<file path="src/include/cpa_regs.svh">
// Register offsets, field positions, reset values and step counts of the coefficient pointer unit
`ifndef CPA_REGS_SVH
`define CPA_REGS_SVH

`define CPA_ADDR_W          8
`define CPA_DATA_W          16

`define CPA_OFS_PTR_LOW     8'h00
`define CPA_OFS_PTR_HIGH    8'h04
`define CPA_OFS_BUF_START   8'h08
`define CPA_OFS_BUF_SIZE    8'h0C
`define CPA_OFS_STATUS2     8'h10
`define CPA_OFS_REJECTS     8'h14

`define CPA_RST_PTR_LOW     16'h0000
`define CPA_RST_PTR_HIGH    7'h00
`define CPA_RST_BUF_START   16'h0000
`define CPA_RST_BUF_SIZE    16'h0000
`define CPA_RST_CIRC        1'b0

`define CPA_CIRC_BIT        4

`define CPA_STEP_SINGLE     23'h00_0001
`define CPA_STEP_DOUBLE     23'h00_0002

`define CPA_ACC_LAST        3'h3
`define CPA_AUX_LAST        3'h7
`define CPA_TMP_LAST        3'h3

`endif

</file>
<file path="src/include/cpa_pkg.sv">
// Types shared by the coefficient pointer unit and its bit access checker
package cpa_pkg;

  typedef enum logic [1:0] {
    CPA_ACC_DATA = 2'b00,
    CPA_ACC_MMR  = 2'b01,
    CPA_ACC_BIT  = 2'b10,
    CPA_ACC_IO   = 2'b11
  } cpa_access_type;

  typedef enum logic [0:0] {
    CPA_FORM_PLAIN   = 1'b0,
    CPA_FORM_POSTINC = 1'b1
  } cpa_form_type;

  typedef enum logic [2:0] {
    CPA_OP_NONE  = 3'b000,
    CPA_OP_TEST  = 3'b001,
    CPA_OP_SET   = 3'b010,
    CPA_OP_CLEAR = 3'b011,
    CPA_OP_CPL   = 3'b100
  } cpa_bitop_type;

  typedef enum logic [1:0] {
    CPA_TGT_ACCUM = 2'b00,
    CPA_TGT_AUX   = 2'b01,
    CPA_TGT_TEMP  = 2'b10,
    CPA_TGT_OTHER = 2'b11
  } cpa_target_type;

  typedef struct packed {
    logic           valid;
    cpa_access_type access;
    cpa_form_type   form;
    logic           wide;
    cpa_bitop_type  bit_op;
    cpa_target_type target;
    logic [2:0]     target_idx;
  } cpa_req_type;

  typedef struct packed {
    logic        valid;
    logic        mmr;
    logic        wide;
    logic [22:0] addr;
  } cpa_data_bus_type;

  typedef struct packed {
    logic        valid;
    logic [15:0] addr;
  } cpa_io_bus_type;

  typedef struct packed {
    logic           valid;
    logic           pair;
    cpa_bitop_type  bit_op;
    cpa_target_type target;
    logic [2:0]     target_idx;
    logic [15:0]    bit_num;
  } cpa_bit_bus_type;

endpackage : cpa_pkg

</file>
<file path="src/cpa_bit_check.sv">
// Legality check for register-bit accesses through the coefficient pointer
`timescale 1ns/100ps
`default_nettype none
`include "cpa_regs.svh"

module cpa_bit_check
  import cpa_pkg::*;
(
  input  wire cpa_req_type req,
  output logic             legal
);

  logic op_ok;
  logic tgt_ok;

  always_comb begin
    op_ok = (req.bit_op == CPA_OP_TEST) || (req.bit_op == CPA_OP_SET) ||
            (req.bit_op == CPA_OP_CLEAR) || (req.bit_op == CPA_OP_CPL);
    case (req.target)
      CPA_TGT_ACCUM: tgt_ok = (req.target_idx <= `CPA_ACC_LAST);
      CPA_TGT_AUX:   tgt_ok = (req.target_idx <= `CPA_AUX_LAST);
      CPA_TGT_TEMP:  tgt_ok = (req.target_idx <= `CPA_TMP_LAST);
      default:       tgt_ok = 1'b0;
    endcase
    legal = op_ok && tgt_ok;
  end

endmodule : cpa_bit_check
`default_nettype wire

</file>
<file path="src/cpa_agu.sv">
// Coefficient pointer address generation: data, register-bit and I/O space
//
// Behaviour
// Pointer means address low half, bit number or I/O address by access type.
// Data address is seven high bits joined with sixteen pointer bits.
// Data addresses serve both data memory and memory-mapped registers.
// For bit access the pointer value is the bit index, zero is LSB.
// Bit access allowed only for test, set, clear, complement.
// Bit access targets only accumulators, auxiliary and temporary registers.
// I/O address is the whole sixteen-bit pointer, high part ignored.
// Update and address linear or circular per second status register.
// Buffer start added only when circular mode is on.
// Address arithmetic spans the full 23-bit extended pointer.
// Software must not rely on wrap past top or bottom.
// Software keeps circular sum at or below top of data space.
// Plain form leaves pointer unchanged for all access types.
// Post-increment form generates address first, then increments.
// Step is one for single, two for double or bit pair.
// Pointer updates wrap modulo two to the twenty-third.
`timescale 1ns/100ps
`default_nettype none
`include "cpa_regs.svh"

module cpa_agu
  import cpa_pkg::*;
(
  input  wire logic                   ref_clk,
  input  wire logic                   rst,
  input  wire logic [`CPA_ADDR_W-1:0] reg_addr,
  input  wire logic [`CPA_DATA_W-1:0] reg_wdata,
  input  wire logic                   reg_wr,
  input  wire logic                   reg_rd,
  output logic      [`CPA_DATA_W-1:0] reg_rdata,
  input  wire cpa_req_type            req,
  output cpa_data_bus_type            data_bus,
  output cpa_io_bus_type              io_bus,
  output cpa_bit_bus_type             bit_bus,
  output logic                        bit_reject
);

  ////////////////////////////////////////////////////////////////////////
  // Declarations

  logic [15:0]      coef_pointer_low_q;
  logic [6:0]       coef_pointer_high_q;
  logic [15:0]      coef_buffer_start_q;
  logic [15:0]      coef_buffer_size_q;
  logic             circ_enable_q;
  logic [15:0]      reject_count_q;
  logic [15:0]      rdata_q;
  cpa_data_bus_type data_bus_q;
  cpa_io_bus_type   io_bus_q;
  cpa_bit_bus_type  bit_bus_q;
  logic             bit_reject_q;

  logic [22:0]      coef_pointer_extended;
  logic [22:0]      gen_addr;
  logic [22:0]      next_extended;
  logic [22:0]      step;
  logic             bit_legal;
  logic             accept;
  logic             do_update;
  logic             bit_refused;
  logic [15:0]      rdata_d;

  ////////////////////////////////////////////////////////////////////////
  // Arithmetic helpers

  // Address from pointer; circular adds buffer start across all 23 bits
  function automatic logic [22:0] gen_address(
    input logic [22:0] ext,
    input logic [15:0] start,
    input logic        circ
  );
    logic [22:0] sum;
    sum = ext + {7'h00, start};
    if (circ)
      gen_address = sum;
    else
      gen_address = ext;
  endfunction : gen_address

  // Next pointer; linear carries into high part, circular wraps in buffer
  function automatic logic [22:0] next_pointer(
    input logic [22:0] ext,
    input logic [22:0] inc,
    input logic [15:0] size,
    input logic        circ
  );
    logic [16:0] low_sum;
    logic [16:0] low_wrap;
    low_sum  = {1'b0, ext[15:0]} + {1'b0, inc[15:0]};
    low_wrap = low_sum - {1'b0, size};
    if (!circ)
      next_pointer = ext + inc;
    else if (low_sum >= {1'b0, size})
      next_pointer = {ext[22:16], low_wrap[15:0]};
    else
      next_pointer = {ext[22:16], low_sum[15:0]};
  endfunction : next_pointer

  ////////////////////////////////////////////////////////////////////////
  // Request decode

  assign coef_pointer_extended = {coef_pointer_high_q, coef_pointer_low_q};

  cpa_bit_check cpa_bit_check_inst (
    .req   (req),
    .legal (bit_legal)
  );

  always_comb begin
    // Step also doubles for a bit pair: wide covers both
    step = req.wide ? `CPA_STEP_DOUBLE : `CPA_STEP_SINGLE;
    gen_addr = gen_address(coef_pointer_extended, coef_buffer_start_q, circ_enable_q);
    next_extended = next_pointer(coef_pointer_extended, step,
                                 coef_buffer_size_q, circ_enable_q);
    accept = req.valid && ((req.access != CPA_ACC_BIT) || bit_legal);
    do_update = accept && (req.form == CPA_FORM_POSTINC);
    bit_refused = req.valid && (req.access == CPA_ACC_BIT) && !bit_legal;
  end

  ////////////////////////////////////////////////////////////////////////
  // Pointer registers; a software write beats an instruction update

  always_ff @(posedge ref_clk) begin
    if (rst) begin
      coef_pointer_low_q <= `CPA_RST_PTR_LOW;
    end else if (reg_wr && reg_addr == `CPA_OFS_PTR_LOW) begin
      coef_pointer_low_q <= reg_wdata;
    end else if (do_update) begin
      coef_pointer_low_q <= next_extended[15:0];
    end
  end

  always_ff @(posedge ref_clk) begin
    if (rst) begin
      coef_pointer_high_q <= `CPA_RST_PTR_HIGH;
    end else if (reg_wr && reg_addr == `CPA_OFS_PTR_HIGH) begin
      coef_pointer_high_q <= reg_wdata[6:0];
    end else if (do_update) begin
      coef_pointer_high_q <= next_extended[22:16];
    end
  end

  ////////////////////////////////////////////////////////////////////////
  // Configuration registers

  always_ff @(posedge ref_clk) begin
    if (rst) begin
      coef_buffer_start_q <= `CPA_RST_BUF_START;
      coef_buffer_size_q  <= `CPA_RST_BUF_SIZE;
      circ_enable_q       <= `CPA_RST_CIRC;
    end else if (reg_wr) begin
      case (reg_addr)
        `CPA_OFS_BUF_START: coef_buffer_start_q <= reg_wdata;
        `CPA_OFS_BUF_SIZE:  coef_buffer_size_q  <= reg_wdata;
        `CPA_OFS_STATUS2:   circ_enable_q       <= reg_wdata[`CPA_CIRC_BIT];
        default: begin
        end
      endcase
    end
  end

  // Saturates rather than wraps so a flood of faults stays visible
  // Set wins: a refusal in the clearing cycle is still counted
  always_ff @(posedge ref_clk) begin
    if (rst) begin
      reject_count_q <= 16'h0000;
    end else if (reg_wr && reg_addr == `CPA_OFS_REJECTS) begin
      reject_count_q <= {15'h0000, bit_refused};
    end else if (bit_refused && reject_count_q != 16'hFFFF) begin
      reject_count_q <= reject_count_q + 16'h0001;
    end
  end

  ////////////////////////////////////////////////////////////////////////
  // Register read port

  always_comb begin
    case (reg_addr)
      `CPA_OFS_PTR_LOW:   rdata_d = coef_pointer_low_q;
      `CPA_OFS_PTR_HIGH:  rdata_d = {9'h000, coef_pointer_high_q};
      `CPA_OFS_BUF_START: rdata_d = coef_buffer_start_q;
      `CPA_OFS_BUF_SIZE:  rdata_d = coef_buffer_size_q;
      `CPA_OFS_STATUS2:   rdata_d = {11'h000, circ_enable_q, 4'h0};
      `CPA_OFS_REJECTS:   rdata_d = reject_count_q;
      default:            rdata_d = 16'h0000;
    endcase
  end

  // Read data stands only in the cycle after the strobe
  always_ff @(posedge ref_clk) begin
    if (rst) begin
      rdata_q <= 16'h0000;
    end else if (reg_rd) begin
      rdata_q <= rdata_d;
    end else begin
      rdata_q <= 16'h0000;
    end
  end

  ////////////////////////////////////////////////////////////////////////
  // Address outputs, taken from the pointer before its update

  always_ff @(posedge ref_clk) begin
    if (rst) begin
      data_bus_q <= '0;
    end else begin
      data_bus_q.valid <= accept && (req.access == CPA_ACC_DATA ||
                                     req.access == CPA_ACC_MMR);
      data_bus_q.mmr   <= req.access == CPA_ACC_MMR;
      data_bus_q.wide  <= req.wide;
      data_bus_q.addr  <= gen_addr;
    end
  end

  always_ff @(posedge ref_clk) begin
    if (rst) begin
      io_bus_q <= '0;
    end else begin
      io_bus_q.valid <= accept && req.access == CPA_ACC_IO;
      io_bus_q.addr  <= coef_pointer_low_q;
    end
  end

  // Bit index is the raw pointer; the register file bounds it by width
  always_ff @(posedge ref_clk) begin
    if (rst) begin
      bit_bus_q    <= '0;
      bit_reject_q <= 1'b0;
    end else begin
      bit_bus_q.valid      <= accept && req.access == CPA_ACC_BIT;
      bit_bus_q.pair       <= req.wide;
      bit_bus_q.bit_op     <= req.bit_op;
      bit_bus_q.target     <= req.target;
      bit_bus_q.target_idx <= req.target_idx;
      bit_bus_q.bit_num    <= coef_pointer_low_q;
      bit_reject_q <= bit_refused;
    end
  end

  assign data_bus   = data_bus_q;
  assign io_bus     = io_bus_q;
  assign bit_bus    = bit_bus_q;
  assign bit_reject = bit_reject_q;
  assign reg_rdata  = rdata_q;
endmodule : cpa_agu
`default_nettype wire

</file>
<file path="config.mk">
export PLATFORM = sky130hd
export DESIGN_NAME = cpa_agu
export DESIGN_NICKNAME = d
export VERILOG_FILES = /design/src/include/cpa_pkg.sv /design/src/cpa_bit_check.sv /design/src/cpa_agu.sv
export VERILOG_INCLUDE_DIRS = /design/src /design/src/include
export SDC_FILE = /design/constraint.sdc
export NUM_CORES = 1
export LEC_CHECK = 0
export ABC_AREA = 1
export BUFFER_PORTS_ARGS = -buffer_cell sky130_fd_sc_hd__buf_2
export CORE_MARGIN = 2
export CORE_UTILIZATION = 50
export CTS_CLUSTER_SIZE = 25
export DETAILED_ROUTE_END_ITERATION = 7
export GPL_ROUTABILITY_DRIVEN = 0
export HOLD_SLACK_MARGIN = 0.06
export PLACE_DENSITY_LB_ADDON = 0.1
export SLEW_MARGIN = 20
export SYNTH_ARGS = -nofsm -noshare
export SYNTH_HDL_FRONTEND = slang
export SYNTH_SLANG_ARGS = --single-unit
</file>
<file path="constraint.sdc">
create_clock -name ref_clk -period 2.7 [get_ports ref_clk]
set_input_delay 0.135 -clock ref_clk [delete_from_list [all_inputs] [get_ports ref_clk]]
set_output_delay 0.135 -clock ref_clk [all_outputs]
set_load 0.02 [all_outputs]
</file>
[Yosys cells after proc, flatten, opt, wreduce, memory -nomap -nowiden]
Index checks and enable logic that the tools add are counted.
Storage, ports and cells
  register bits: 141
  latch bits: 0
  bits in writable memories: 0
  bits in read-only memories: 0
  bits of input ports: 41
  output and inout bits: 86
  word-level logic and storage cells: 88
  memories kept: 0
Cells by class
  add/subtract/negate cells: 5
  multiply operators: 0
  divide/modulo/power cells: 0
  order comparisons: 3
  eq/ne operators: 17
  shift operators: 0
  muxes and demuxes: 12
  bitwise operators: 1
  reduce and logical (&&, ||, !) cells: 31
Operator list (number)
  16-bit one-hot mux with 6 select lines: 1
  16-bit 2-to-1 mux: 3
  23-bit 2-to-1 mux: 2
  23-bit by 16-bit adder with 23-bit output: 1
  23-bit by 2-bit adder with 23-bit output: 1
  16-bit by 2-bit adder with 17-bit output: 1
  17-bit by 16-bit greater-or-equal comparator with 1-bit output: 1
  16-bit by 1-bit adder with 16-bit output (second input constant): 1
  8-bit by 4-bit equality test with 1-bit output (second input constant): 2
  8-bit by 5-bit equality test with 1-bit output (second input constant): 2
  16-bit inequality test (second input constant): 1
  16-bit subtractor: 1
  7-bit 2-to-1 mux: 2
  1-bit logical AND: 12
  8-bit by 3-bit equality test with 1-bit output (second input constant): 1
  8-bit logical NOT: 1
  2-bit AND reduction: 4
  2-bit equality test (second input constant): 3
  3-bit by 2-bit equality test with 1-bit output (second input constant): 2
  2-bit nonzero test: 3
  2-bit OR reduction: 3
  1-bit logical OR: 5
  2-bit by 1-bit equality test with 1-bit output (second input constant): 2
  2-bit logical NOT: 2
  11 further kinds: 12

[Logic depth before layout (Yosys ltp)]
Gate-level depths: netlist of run 1.
  depth in word-level cells: 10
  mapped depth: 25

[Modules after synthesis]
From an unflattened synthesis of run 1, not the netlist that was laid out.
Unflattened totals
  cell total of the unflattened synthesis: 1262
  area, all modules: 8446.9 um^2
By module, submodules not included
  cpa_agu: times used 1, cells an instance 1252, area each 8405.6 um^2, sequential area each 2822.7 um^2
  cpa_bit_check: times used 1, cells an instance 10, area each 41.3 um^2, sequential area each 0.0 um^2

[Least setup slack after synthesis of run 1]
No wires, ideal clock.
  path type: reg-to-reg
  start point: register coef_pointer_low_q[0]
  end point: register coef_pointer_low_q[2]
  arrival time: 2.826 ns
  path slack: -0.259 ns
  stages on the path, launching flop included: 21
  buffers on the path: 1
  period minus slack after synthesis: 2.959 ns
  path through: dfxtp_1 > ha_1 > fa_1 > nand2_2 > nor2_4 > nand2_2 > inv_1 > nand3_1 > xor2_1 > inv_1 > ha_1 > nand2_1 > nor3_2 > nand2_1 > nand2_1 > nand2_2 > nand2_4 > buf_2 > nand3_1 > nand3_1 > a21oi_1
On the way
  longest elaborated chain between the ends: 6
  elaborated cells on any way between the ends: 8
Ends and longest elaborated chain
  start: declaration: line cpa_agu.sv:44  | logic [15:0] coef_pointer_low_q;
  start signal: assignment: line cpa_agu.sv:128  | coef_pointer_low_q <= `CPA_RST_PTR_LOW;
  start signal: assignment: line cpa_agu.sv:130  | coef_pointer_low_q <= reg_wdata;
  start signal: assignment: line cpa_agu.sv:132  | coef_pointer_low_q <= next_extended[15:0];
  16-bit by 2-bit adder with 17-bit output: line cpa_agu.sv:92  | low_sum = {1'b0, ext[15:0]} + {1'b0, inc[15:0]};
  16-bit subtractor / 17-bit by 16-bit greater-or-equal comparator with 1-bit output (equally long branches): line cpa_agu.sv:93, cpa_agu.sv:96
  16-bit 2-to-1 mux: line cpa_agu.sv:96  | else if (low_sum >= {1'b0, size})
  23-bit 2-to-1 mux (*): line cpa_agu.sv:94  | if (!circ)
  16-bit 2-to-1 mux (*): line cpa_agu.sv:131  | end else if (do_update) begin
  16-bit 2-to-1 mux (*): line cpa_agu.sv:129  | end else if (reg_wr && reg_addr == `CPA_OFS_PTR_LOW) begin
Every way passes the cells marked *; elsewhere a longest branch is shown, timed or not. The select of a mux whose other input is x is not followed.
A chain may end at the register's enable or synchronous reset.

[Worst setup path in the final report of run 1]
  start point: register coef_pointer_low_q[0]
  end point: register coef_pointer_low_q[12]
The elaborated chain is that of the path after synthesis.

==> key figures, run 1 <==
Power
  • Switch share: 0.264
  • Clock share of power: 0.462
  • Net load switching power: 0.00129 W
  • Worst-case vdd ir drop: ~0.51 mV
  • Leak pwr: 5.42 nW
  • Internal power summed over all cells: about 0.0036 W
  • Overall Power: 0.00490 W
  • Pwr Density: 437 nW/µm²
  • Comb power frac: 0.106
  • Sequential power share: 0.432

CTS
  • Clock root buffer: clkbuf_16
  • Htree depth: 4
  • TritonCTS clock tree: done
  • Sink count of the clock tree: roughly 140
  • Maximum buffer depth of the clock tree: 2
  • Clock slew at the register clock pins of the worst setup and hold paths: around 0.06 ns
  • Latest clock arrival within the worst-skew pair: 0.44 ns
  • Number of buffers created by CTS: 17

Setup path
  • End of the worst register-to-register path: coef_pointer_low_q[12]
  • Kind of capture point of the worst setup path: flip-flop
  • FF-to-FF path depth: 20
  • Sort of element at the start of the critical path: flip-flop
  • Maximum fanout along the worst path: 7
  • Arrival time worst endpoint: ~3.3 ns
  • Required time worst endpoint: ~3 ns
  • Reg2reg setup slack: -0.27 ns
  • Startpoint of the lowest-slack register-to-register path: coef_pointer_low_q[0]
  • Type of the worst setup path: reg -> reg

STA
  • Final setup vio count: 16
  • Relative slew slack: 0.462
  • Final worst slack: -0.274 ns
  • Fin. max-slew vios: 0
  • Worst Clk Skew: 0.00945 ns
  • Setup repair after global routing missed its margin: true
  • Measured slew at the worst slew-check pin: 0.808 ns
  • Time the final worst path needs with I/O delays and setup: 2.97 ns
  • Final hold violation count: 0
  • FMAX: between 300 and 400 MHz
  • Final worst path period share: 1.10
  • Final-layout setup total negative slack: -4.15 ns

Worst hold path
  • Min-Delay Endpoint: coef_buffer_size_q[3]
  • Path class of the lowest-slack min-delay path: in -> reg
  • Hold_sp: reg_wdata[3]
  • Hold Crit Depth: 3

Routing
  • Wire per inst: 16.7 µm
  • Routed Antenna Nets: 0
  • Number of DRC violations after detailed routing: 0
  • Number of vias per cell: ~5.4
  • Via count: 9293
  • Drt first-iter violations: 1000
  • Detailed-routing iteration count for the pre-antenna-repair pass: 8
  • Overall routed net length: 28.9 mm

Flow run
  • Number of maximum-capacitance constraint violations: 0

Cells and area
  • Commonest non-fill, non-tap cell in the layout: nand2_1
  • Commonest cells after routing, fill and taps aside: nand2_1 (242), inv_1 (189), dfxtp_1 (139), buf_2 (126), a21oi_1 (110)
  • Number of fillers in the final layout: approximately 1500
  • Number of nets in the finished design: approximately 1600
  • Fin cells: 1728
  • Count of inserted antenna diode cells: 0
  • Area growth, synth to finish: 30.8%
  • Fraction of final layout cells with drive strength greater than 1: 0.251

Status
  • Failing checks: negative setup slack
  • Result of the run: finished with violations

Synth
  • Post-synth net total: 1351
  • Cell types with the largest area share after synthesis: dfxtp_1 (33%), nand2_1 (11%), inv_1 (8.6%)
  • Cell taking the most area after synthesis: dfxtp_1
  • Cells after synthesis: 1272
  • Post-synthesis cell type count: 45
  • Average cell area after synthesis: 6.74 µm²
  • Count of synthesis-stage warnings from yosys: 0
  • Share of Yosys cell area claimed by the top area cell type: 0.329
  • Proportion of synthesized chip area in sequential cells: 0.329
  • Flop and latch count out of synthesis: 141
  • Cell area after technology mapping: 8570 µm²

Global routing
  • Maximum number of pins on one net before global-route repair: 70
  • Total global routing track utilization: 0.313
  • Number of antenna violations at the first check in global routing: 0
  • Wire length of the first global-routing pass: 43.8 mm
  • Total overflow reported by the global router: 0
  • Via count of the first global-routing pass: 8548

Floorplanning
  • Die outline area: around 18000 µm²
  • Initial core utilization: 0.515
  • Area of the placeable core: approximately 17000 µm²
  • Number of top-level pins: 127
  • Die Y-Extent: about 130 µm
  • Standard-cell row count: between 40 and 50
  • Horiz. Die Dim: 135 µm

Placement
  • Count of buffers from port buffering: approximately 130
  • Detailed Place HPWL: 21.5 mm
  • Instance count after placement with tap cells included: 1658
==> worst max path at each step <==
stage / start / end / slack [ns] / cells after the start
6_report: coef_pointer_low_q[0] / coef_pointer_low_q[12] / -0.27 / 20
2_1_floorplan: coef_pointer_low_q[0] / coef_pointer_low_q[5] / -0.03 / 21
4_1_cts: coef_pointer_low_q[0] / coef_pointer_low_q[7] / -0.25 / 20
3_5_place_dp: req[8] / coef_pointer_low_q[2] / -0.37 / 22
3_3_place_gp: req[8] / coef_pointer_low_q[0] / -0.32 / 22
5_1_grt: coef_pointer_low_q[0] / coef_pointer_low_q[0] / -0.43 / 20
==> state kept, by name, summed over array words and instances (netlist names) <==
name / cells
io_bus: 1
reg_rdata: 16
coef_buffer_start_q: 16
circ_enable_q: 1
data_bus: 25
coef_pointer_high_q: 7
coef_pointer_low_q: 16
bit_bus: 26
coef_buffer_size_q: 16
reject_count_q: 16
bit_reject: 1
==> final cells by class <==
cell class                      instances  area (µm²)  area share
Clock inverter                         12         111     0.00994
Sequential cell                       141        2830       0.252
Timing Repair Buffer                  258        1720       0.154
Tap cell                              220         275      0.0246
Inverter                              212         798      0.0713
Multi-Input combinational cell        865        5030       0.449
Clock buffer                           20         447      0.0399
==> cell usage after synthesis <==
| cell type | n |
|---|---|
| buf_2 | 13 |
| xnor2_1 | 7 |
| or2_2 | 1 |
| a31o_2 | 1 |
| o21ai_0 | 74 |
| nand4_1 | 13 |
| inv_1 | 196 |
| nor3_4 | 2 |
| buf_4 | 19 |
| a311oi_1 | 1 |
| a31oi_1 | 10 |
| inv_2 | 15 |
| nor2_1 | 107 |
| clkinv_1 | 1 |
| o21ai_2 | 2 |
| a21oi_1 | 118 |
| nor3_2 | 2 |
| nor4_4 | 1 |
| a21boi_0 | 2 |
| buf_1 | 2 |
| nand2_1 | 259 |
| clkbuf_1 | 18 |
| o21a_1 | 2 |
| ha_1 | 35 |
| nand2_2 | 13 |
| xor2_1 | 31 |
| nand3_1 | 82 |
| o22ai_1 | 20 |
| nor2_4 | 5 |
| nor4_1 | 6 |
| fa_1 | 3 |
| nand4_2 | 1 |
| a221oi_1 | 8 |
| nor2_2 | 6 |
| nor3b_1 | 1 |
| dfxtp_1 | 141 |
| nand3b_1 | 8 |
| nor2_8 | 1 |
| nand3_2 | 2 |
| nand2_4 | 4 |
| a211oi_1 | 2 |
| buf_6 | 3 |
| nor3_1 | 19 |
| a21o_1 | 4 |
| o21ai_1 | 11 |
==> cells by family after synthesis <==
group / synth area share
simple gates: 0.282
buf+inv: 0.130
compound gates: 0.162
flops: 0.329
xor+xnor: 0.0388
fa+ha+maj: 0.0581
==> layer usage <==
| metal | GRT usage | routed length, µm | vias up | part of all wire |
|---|---|---|---|---|
| met2 | 0.495 | 12900 | 476 | 0.45 |
| met1 | 0.403 | 12300 | 4166 | 0.42 |
| met4 | 0.157 | 1390 | 0 | 0.048 |
| met3 | 0.0672 | 2380 | 103 | 0.082 |
| li1 | - | - | 4548 | - |
| met5 | 0 | 0 | - | 0 |
==> repair_timing <==
action	4_1_cts	5_1_grt
setup endpoints to repair	16	16
hold endpoints to repair	45	0
buffers inserted	5	4
gates cloned	0	1
gates resized for setup	22	42
hold buffers	28	0
pin swaps	10	30
==> power by group through the flow <==
stage | Sequential (W) | Clock (W) | Combinational, W
after detailed placement | 0.00216 | 0 | 0.000444
after global placement | 0.00216 | 0 | 0.000441
final | 0.00211 | 0.00226 | 0.000521
after CTS | 0.00211 | 0.00228 | 0.000490
after global routing | 0.00212 | 0.00237 | 0.000565
after floorplan | 0.00217 | 0 | 0.000247
==> critical path: stages, from the launching register on <==
cell,delay [ns]
dfxtp_2,0.33
ha_4,0.16
fa_2,0.41
nand2_4,0.10
nor2_4,0.06
nand2_4,0.10
xor2_1,0.07
buf_4,0.16
ha_4,0.28
nand2_1,0.06
inv_2,0.07
nand2_2,0.08
nor3_4,0.18
nand2_2,0.09
nand2_2,0.10
nand2_4,0.07
nand2_8,0.11
buf_12,0.12
nand3_1,0.07
nand3_1,0.11
a21oi_1,0.06
==> per-stage QoR <==
stage,setup WS [ns],util,hold slack [ns],cell area [µm²]
3_5_place_dp,-0.367,0.600,0.334,9990
3_3_place_gp,-0.318,0.600,0.336,9990
5_1_grt,-0.426,0.673,0.0958,11200
2_1_floorplan,-0.0326,-,0.213,8670
6_report,-0.274,0.673,0.0770,11200
4_1_cts,-0.249,0.659,0.0640,11000
Note: power is estimated with default switching activity, not from simulation.
==> run 2: changes to the inputs <==
Settings changed: ABC_AREA 1 to not set, CORE_UTILIZATION 50 to 35.
==> run 2 against run 1 <==
Net effect:
- the flow still finishes with violations (negative setup slack)
- worst setup slack got worse by 0.20 ns
- fmax decreased by 6.3%
- global-route usage fell by 8.6 points
- critical path depth down 1
- cell area down 6.3%
- register-to-register slack lost 0.20 ns
- sequential power hardly changed
- clock power up 5%
- cell count down 16%
- count of clock-buffer cells in the layout fell by 2
- clock skew is 0.0039 ns lower
- critical endpoint is now coef_pointer_low_q[11]
- highest routed layer unchanged
==> key figures, run 2 <==
Status
  • Result of the run: finished with violations
  • Failing checks: negative setup slack

Setup path
  • Critical-path cell with the highest stage delay: or3b_4
  • Kind of capture point of the worst setup path: flip-flop
  • Required time worst endpoint: roughly 3 ns
  • Maximum fanout along the worst path: 4
  • Sort of element at the start of the critical path: flip-flop
  • Arrival time worst endpoint: ~3.5 ns
  • Type of the worst setup path: reg -> reg
  • Cell Chain, Critical Path: ha_4 -> a21o_1 -> or3b_4 -> nor2_2 -> xor2_1 -> buf_4 -> buf_4 -> buf_4 -> buf_4 -> buf_4 -> buf_4 -> buf_4 -> buf_4 -> buf_4 -> buf_4 -> buf_4 -> buf_4 -> mux2i_1 -> o22ai_1
  • Most prevalent standard cell on the critical path: buf_4
  • Maximum cell stage delay along the critical path: 0.44 ns

STA
  • Final setup vio count: 16
  • Final worst slack: -0.473 ns
  • Time the final worst path needs with I/O delays and setup: around 3.2 ns
  • Fin. max-slew vios: 0
  • FMAX: 315 MHz
  • Relative slew slack: 0.539
  • Final hold violation count: 0
  • Final worst path period share: 1.18
  • Final-layout setup total negative slack: -7.07 ns
  • Setup repair after global routing missed its margin: true
  • Worst Clk Skew: 0.00556 ns
  • Measured slew at the worst slew-check pin: 0.689 ns

Floorplanning
  • Die Y-Extent: roughly 150 µm
  • Initial core utilization: 0.354
  • Die outline area: around 23000 µm²
  • Standard-cell row count: 54
  • Area of the placeable core: 21600 µm²
  • Number of top-level pins: 127
  • Horiz. Die Dim: 152 µm

Global routing
  • GRT met2 Usage: 0.370
  • Total overflow reported by the global router: 0
  • Most used routing layer: met2
  • Number of antenna violations at the first check in global routing: 0
  • Via count of the first global-routing pass: just over 7000
  • Met3 routing resource usage after global routing: 0.0454
  • Maximum number of pins on one net before global-route repair: 50
  • Global-route track usage on met1: 0.301
  • Wire length of the first global-routing pass: 41.0 mm
  • Total global routing track utilization: 0.226

Flow run
  • Number of maximum-capacitance constraint violations: 0

Synth
  • Cell area after technology mapping: 7660 µm²
  • Count of synthesis-stage warnings from yosys: 0
  • Post-synth EDFFs: 0
  • Flop and latch count out of synthesis: 141
  • Post-synth net total: ~1000
  • Cell types with the largest area share after synthesis: dfxtp_1 (37%), ha_1 (5.7%), nand2_1 (5.2%)
  • Share of synthesized flip-flops with an asynchronous set or reset: 0
  • Dominant synthesized flop cell: dfxtp_1
  • Average cell area after synthesis: approximately 8.4 µm²
  • Most instantiated cells after synthesis: dfxtp_1 (141), nand2_1 (107), a21oi_1 (78), nor2_1 (77), a22oi_1 (42)
  • Cell taking the most area after synthesis: dfxtp_1
  • Proportion of synthesized chip area in sequential cells: 0.369
  • Cells after synthesis: 917
  • Library cell with the highest instance count after synthesis: dfxtp_1
  • Post-synthesis cell type count: 74
  • Share of Yosys cell area claimed by the top area cell type: 0.369

Power
  • Leak pwr: 4.38 nW
  • Pwr Density: 473 nW/µm²
  • Worst-case vdd ir drop: 0.385 mV

Placement
  • Detailed Place HPWL: approximately 20 mm
  • Count of buffers from port buffering: 126
  • Placement-stage cell area: around 9000 µm²
  • Setup slack after placement: -0.569 ns

Cells and area
  • Area growth, synth to finish: 37.1%
  • Commonest non-fill, non-tap cell in the layout: buf_4
  • Count of inserted antenna diode cells: 0
  • Multi-input gate area in the final layout: 4580 µm²
  • Number of nets in the finished design: 1244
  • Commonest cells after routing, fill and taps aside: buf_4 (141), dfxtp_1 (139), buf_2 (125), nand2_1 (107), a21oi_1 (76)
  • Number of flip-flops under the largest register name: 26
  • Sequential Area: 2830 µm²
  • Fraction of final layout cells with drive strength greater than 1: 0.301
  • Number of fillers in the final layout: approximately 2200
  • Final std cell area, no fill: 10500 µm²

Routing
  • Number of DRC violations after detailed routing: 0
  • Detailed-routing iteration count for the pre-antenna-repair pass: 5
  • Routed Antenna Nets: 0
  • Overall routed net length: 26.3 mm
  • Wire per inst: between 15 and 20 µm
  • Via count: 7565
  • Drt first-iter violations: 556
  • Number of vias per cell: 5.19

CTS
  • Number of buffers created by CTS: 17
  • TritonCTS clock tree: done
  • Sink count of the clock tree: 141
  • Maximum buffer depth of the clock tree: 2
  • Htree depth: 4
  • Latest clock arrival within the worst-skew pair: between 0.4 and 0.5 ns
  • Clock slew at the register clock pins of the worst setup and hold paths: 0.06 ns
  • Clock root buffer: clkbuf_16

Worst hold path
  • Path class of the lowest-slack min-delay path: in -> reg
[run 2: changes by cell type after synthesis, moves of 13 or more]
cell / before / now
a211oi_1: 2 / 15
a21oi_1: 118 / 78
a22oi_1: 0 / 42
clkbuf_1: 18 / 36
inv_1: 196 / 37
inv_2: 15 / 0
mux2i_1: 0 / 18
nand2_1: 259 / 107
nand2_2: 13 / 0
nand3_1: 82 / 35
nor2_1: 107 / 77
nor2b_1: 0 / 30
o21ai_0: 74 / 8
xnor2_1: 7 / 39
[run 2: worst max-delay path, delay by kind of cell, from the launching register on]
family / cells / cell delay, ns
xor+xnor: 1 / 0.09
flops: 1 / 0.36
buf+inv: 12 / 1.46
mux: 1 / 0.12
compound gates: 2 / 0.22
simple gates: 2 / 0.55
fa+ha+maj: 1 / 0.25
[run 2: worst paths after layout]
check | start | cells past startpoint | slack, ns | endpoint
setup / recovery | coef_pointer_low_q[1] | 19 | -0.47 | coef_pointer_low_q[11]
hold / removal | rst | 2 | 0.11 | bit_bus[24]
setup reg to reg | coef_pointer_low_q[1] | 19 | -0.47 | coef_pointer_low_q[11]
hold reg to reg | coef_buffer_size_q[5] | 2 | 0.48 | coef_buffer_size_q[5]
[run 2: final cells by class]
class	instances	share of cell area
inverter	37	0.0132
sequential	141	0.269
clock inverter	14	0.0150
timing repair buffer	298	0.191
clock buffer	18	0.0418
tap	280	0.0334
multi-input combinational	670	0.436
[run 2: through the flow]
step / hold slack (ns) / instances / total power (W) / utilization
after floorplan: 0.211 / 917 / 0.00238 / -
after global placement: 0.349 / 1376 / 0.00257 / 0.427
after detailed placement: 0.349 / 1376 / 0.00257 / 0.427
after CTS: 0.107 / 1458 / 0.00501 / 0.483
after global routing: 0.119 / 1458 / 0.00515 / 0.486
final: 0.114 / 1458 / 0.00496 / 0.486
[run 2: logic make-up (layout without fill, tap and decap cells)]
kind of cell | count (synthesis) | in the layout | synth area share
simple gates | 323 | 323 | 0.205
flops | 141 | 141 | 0.369
xor+xnor | 58 | 58 | 0.0663
compound gates | 229 | 229 | 0.201
fa+ha+maj | 38 | 38 | 0.0650
mux | 22 | 22 | 0.0294
buf+inv | 106 | 367 | 0.0639
[run 2: what timing repair did]
item / in CTS / in global routing
gates cloned: 1 / 0
pin swaps: 19 / 4
endpoints found under the hold margin: 48 / 0
setup endpoints to repair: 21 / 21
buffers inserted: 20 / 0
hold buffers: 29 / 0
gates resized for setup: 30 / 11
[run 2: per-layer routing]
metal,part of all wire,routed length [µm]
met5,0,0
met2,0.47,12300
met1,0.46,12100
met3,0.057,1490
met4,0.020,529
[run 2: power breakdown]
part	leakage (nW)	switching, W	total, W	internal [W]
Sequential	1.14	0.0000109	0.00211	0.00210
Combinational	2.95	0.000262	0.000481	0.000219
Clock	0.284	0.000973	0.00237	0.00140
Total	4.38	0.00125	0.00496	0.00372
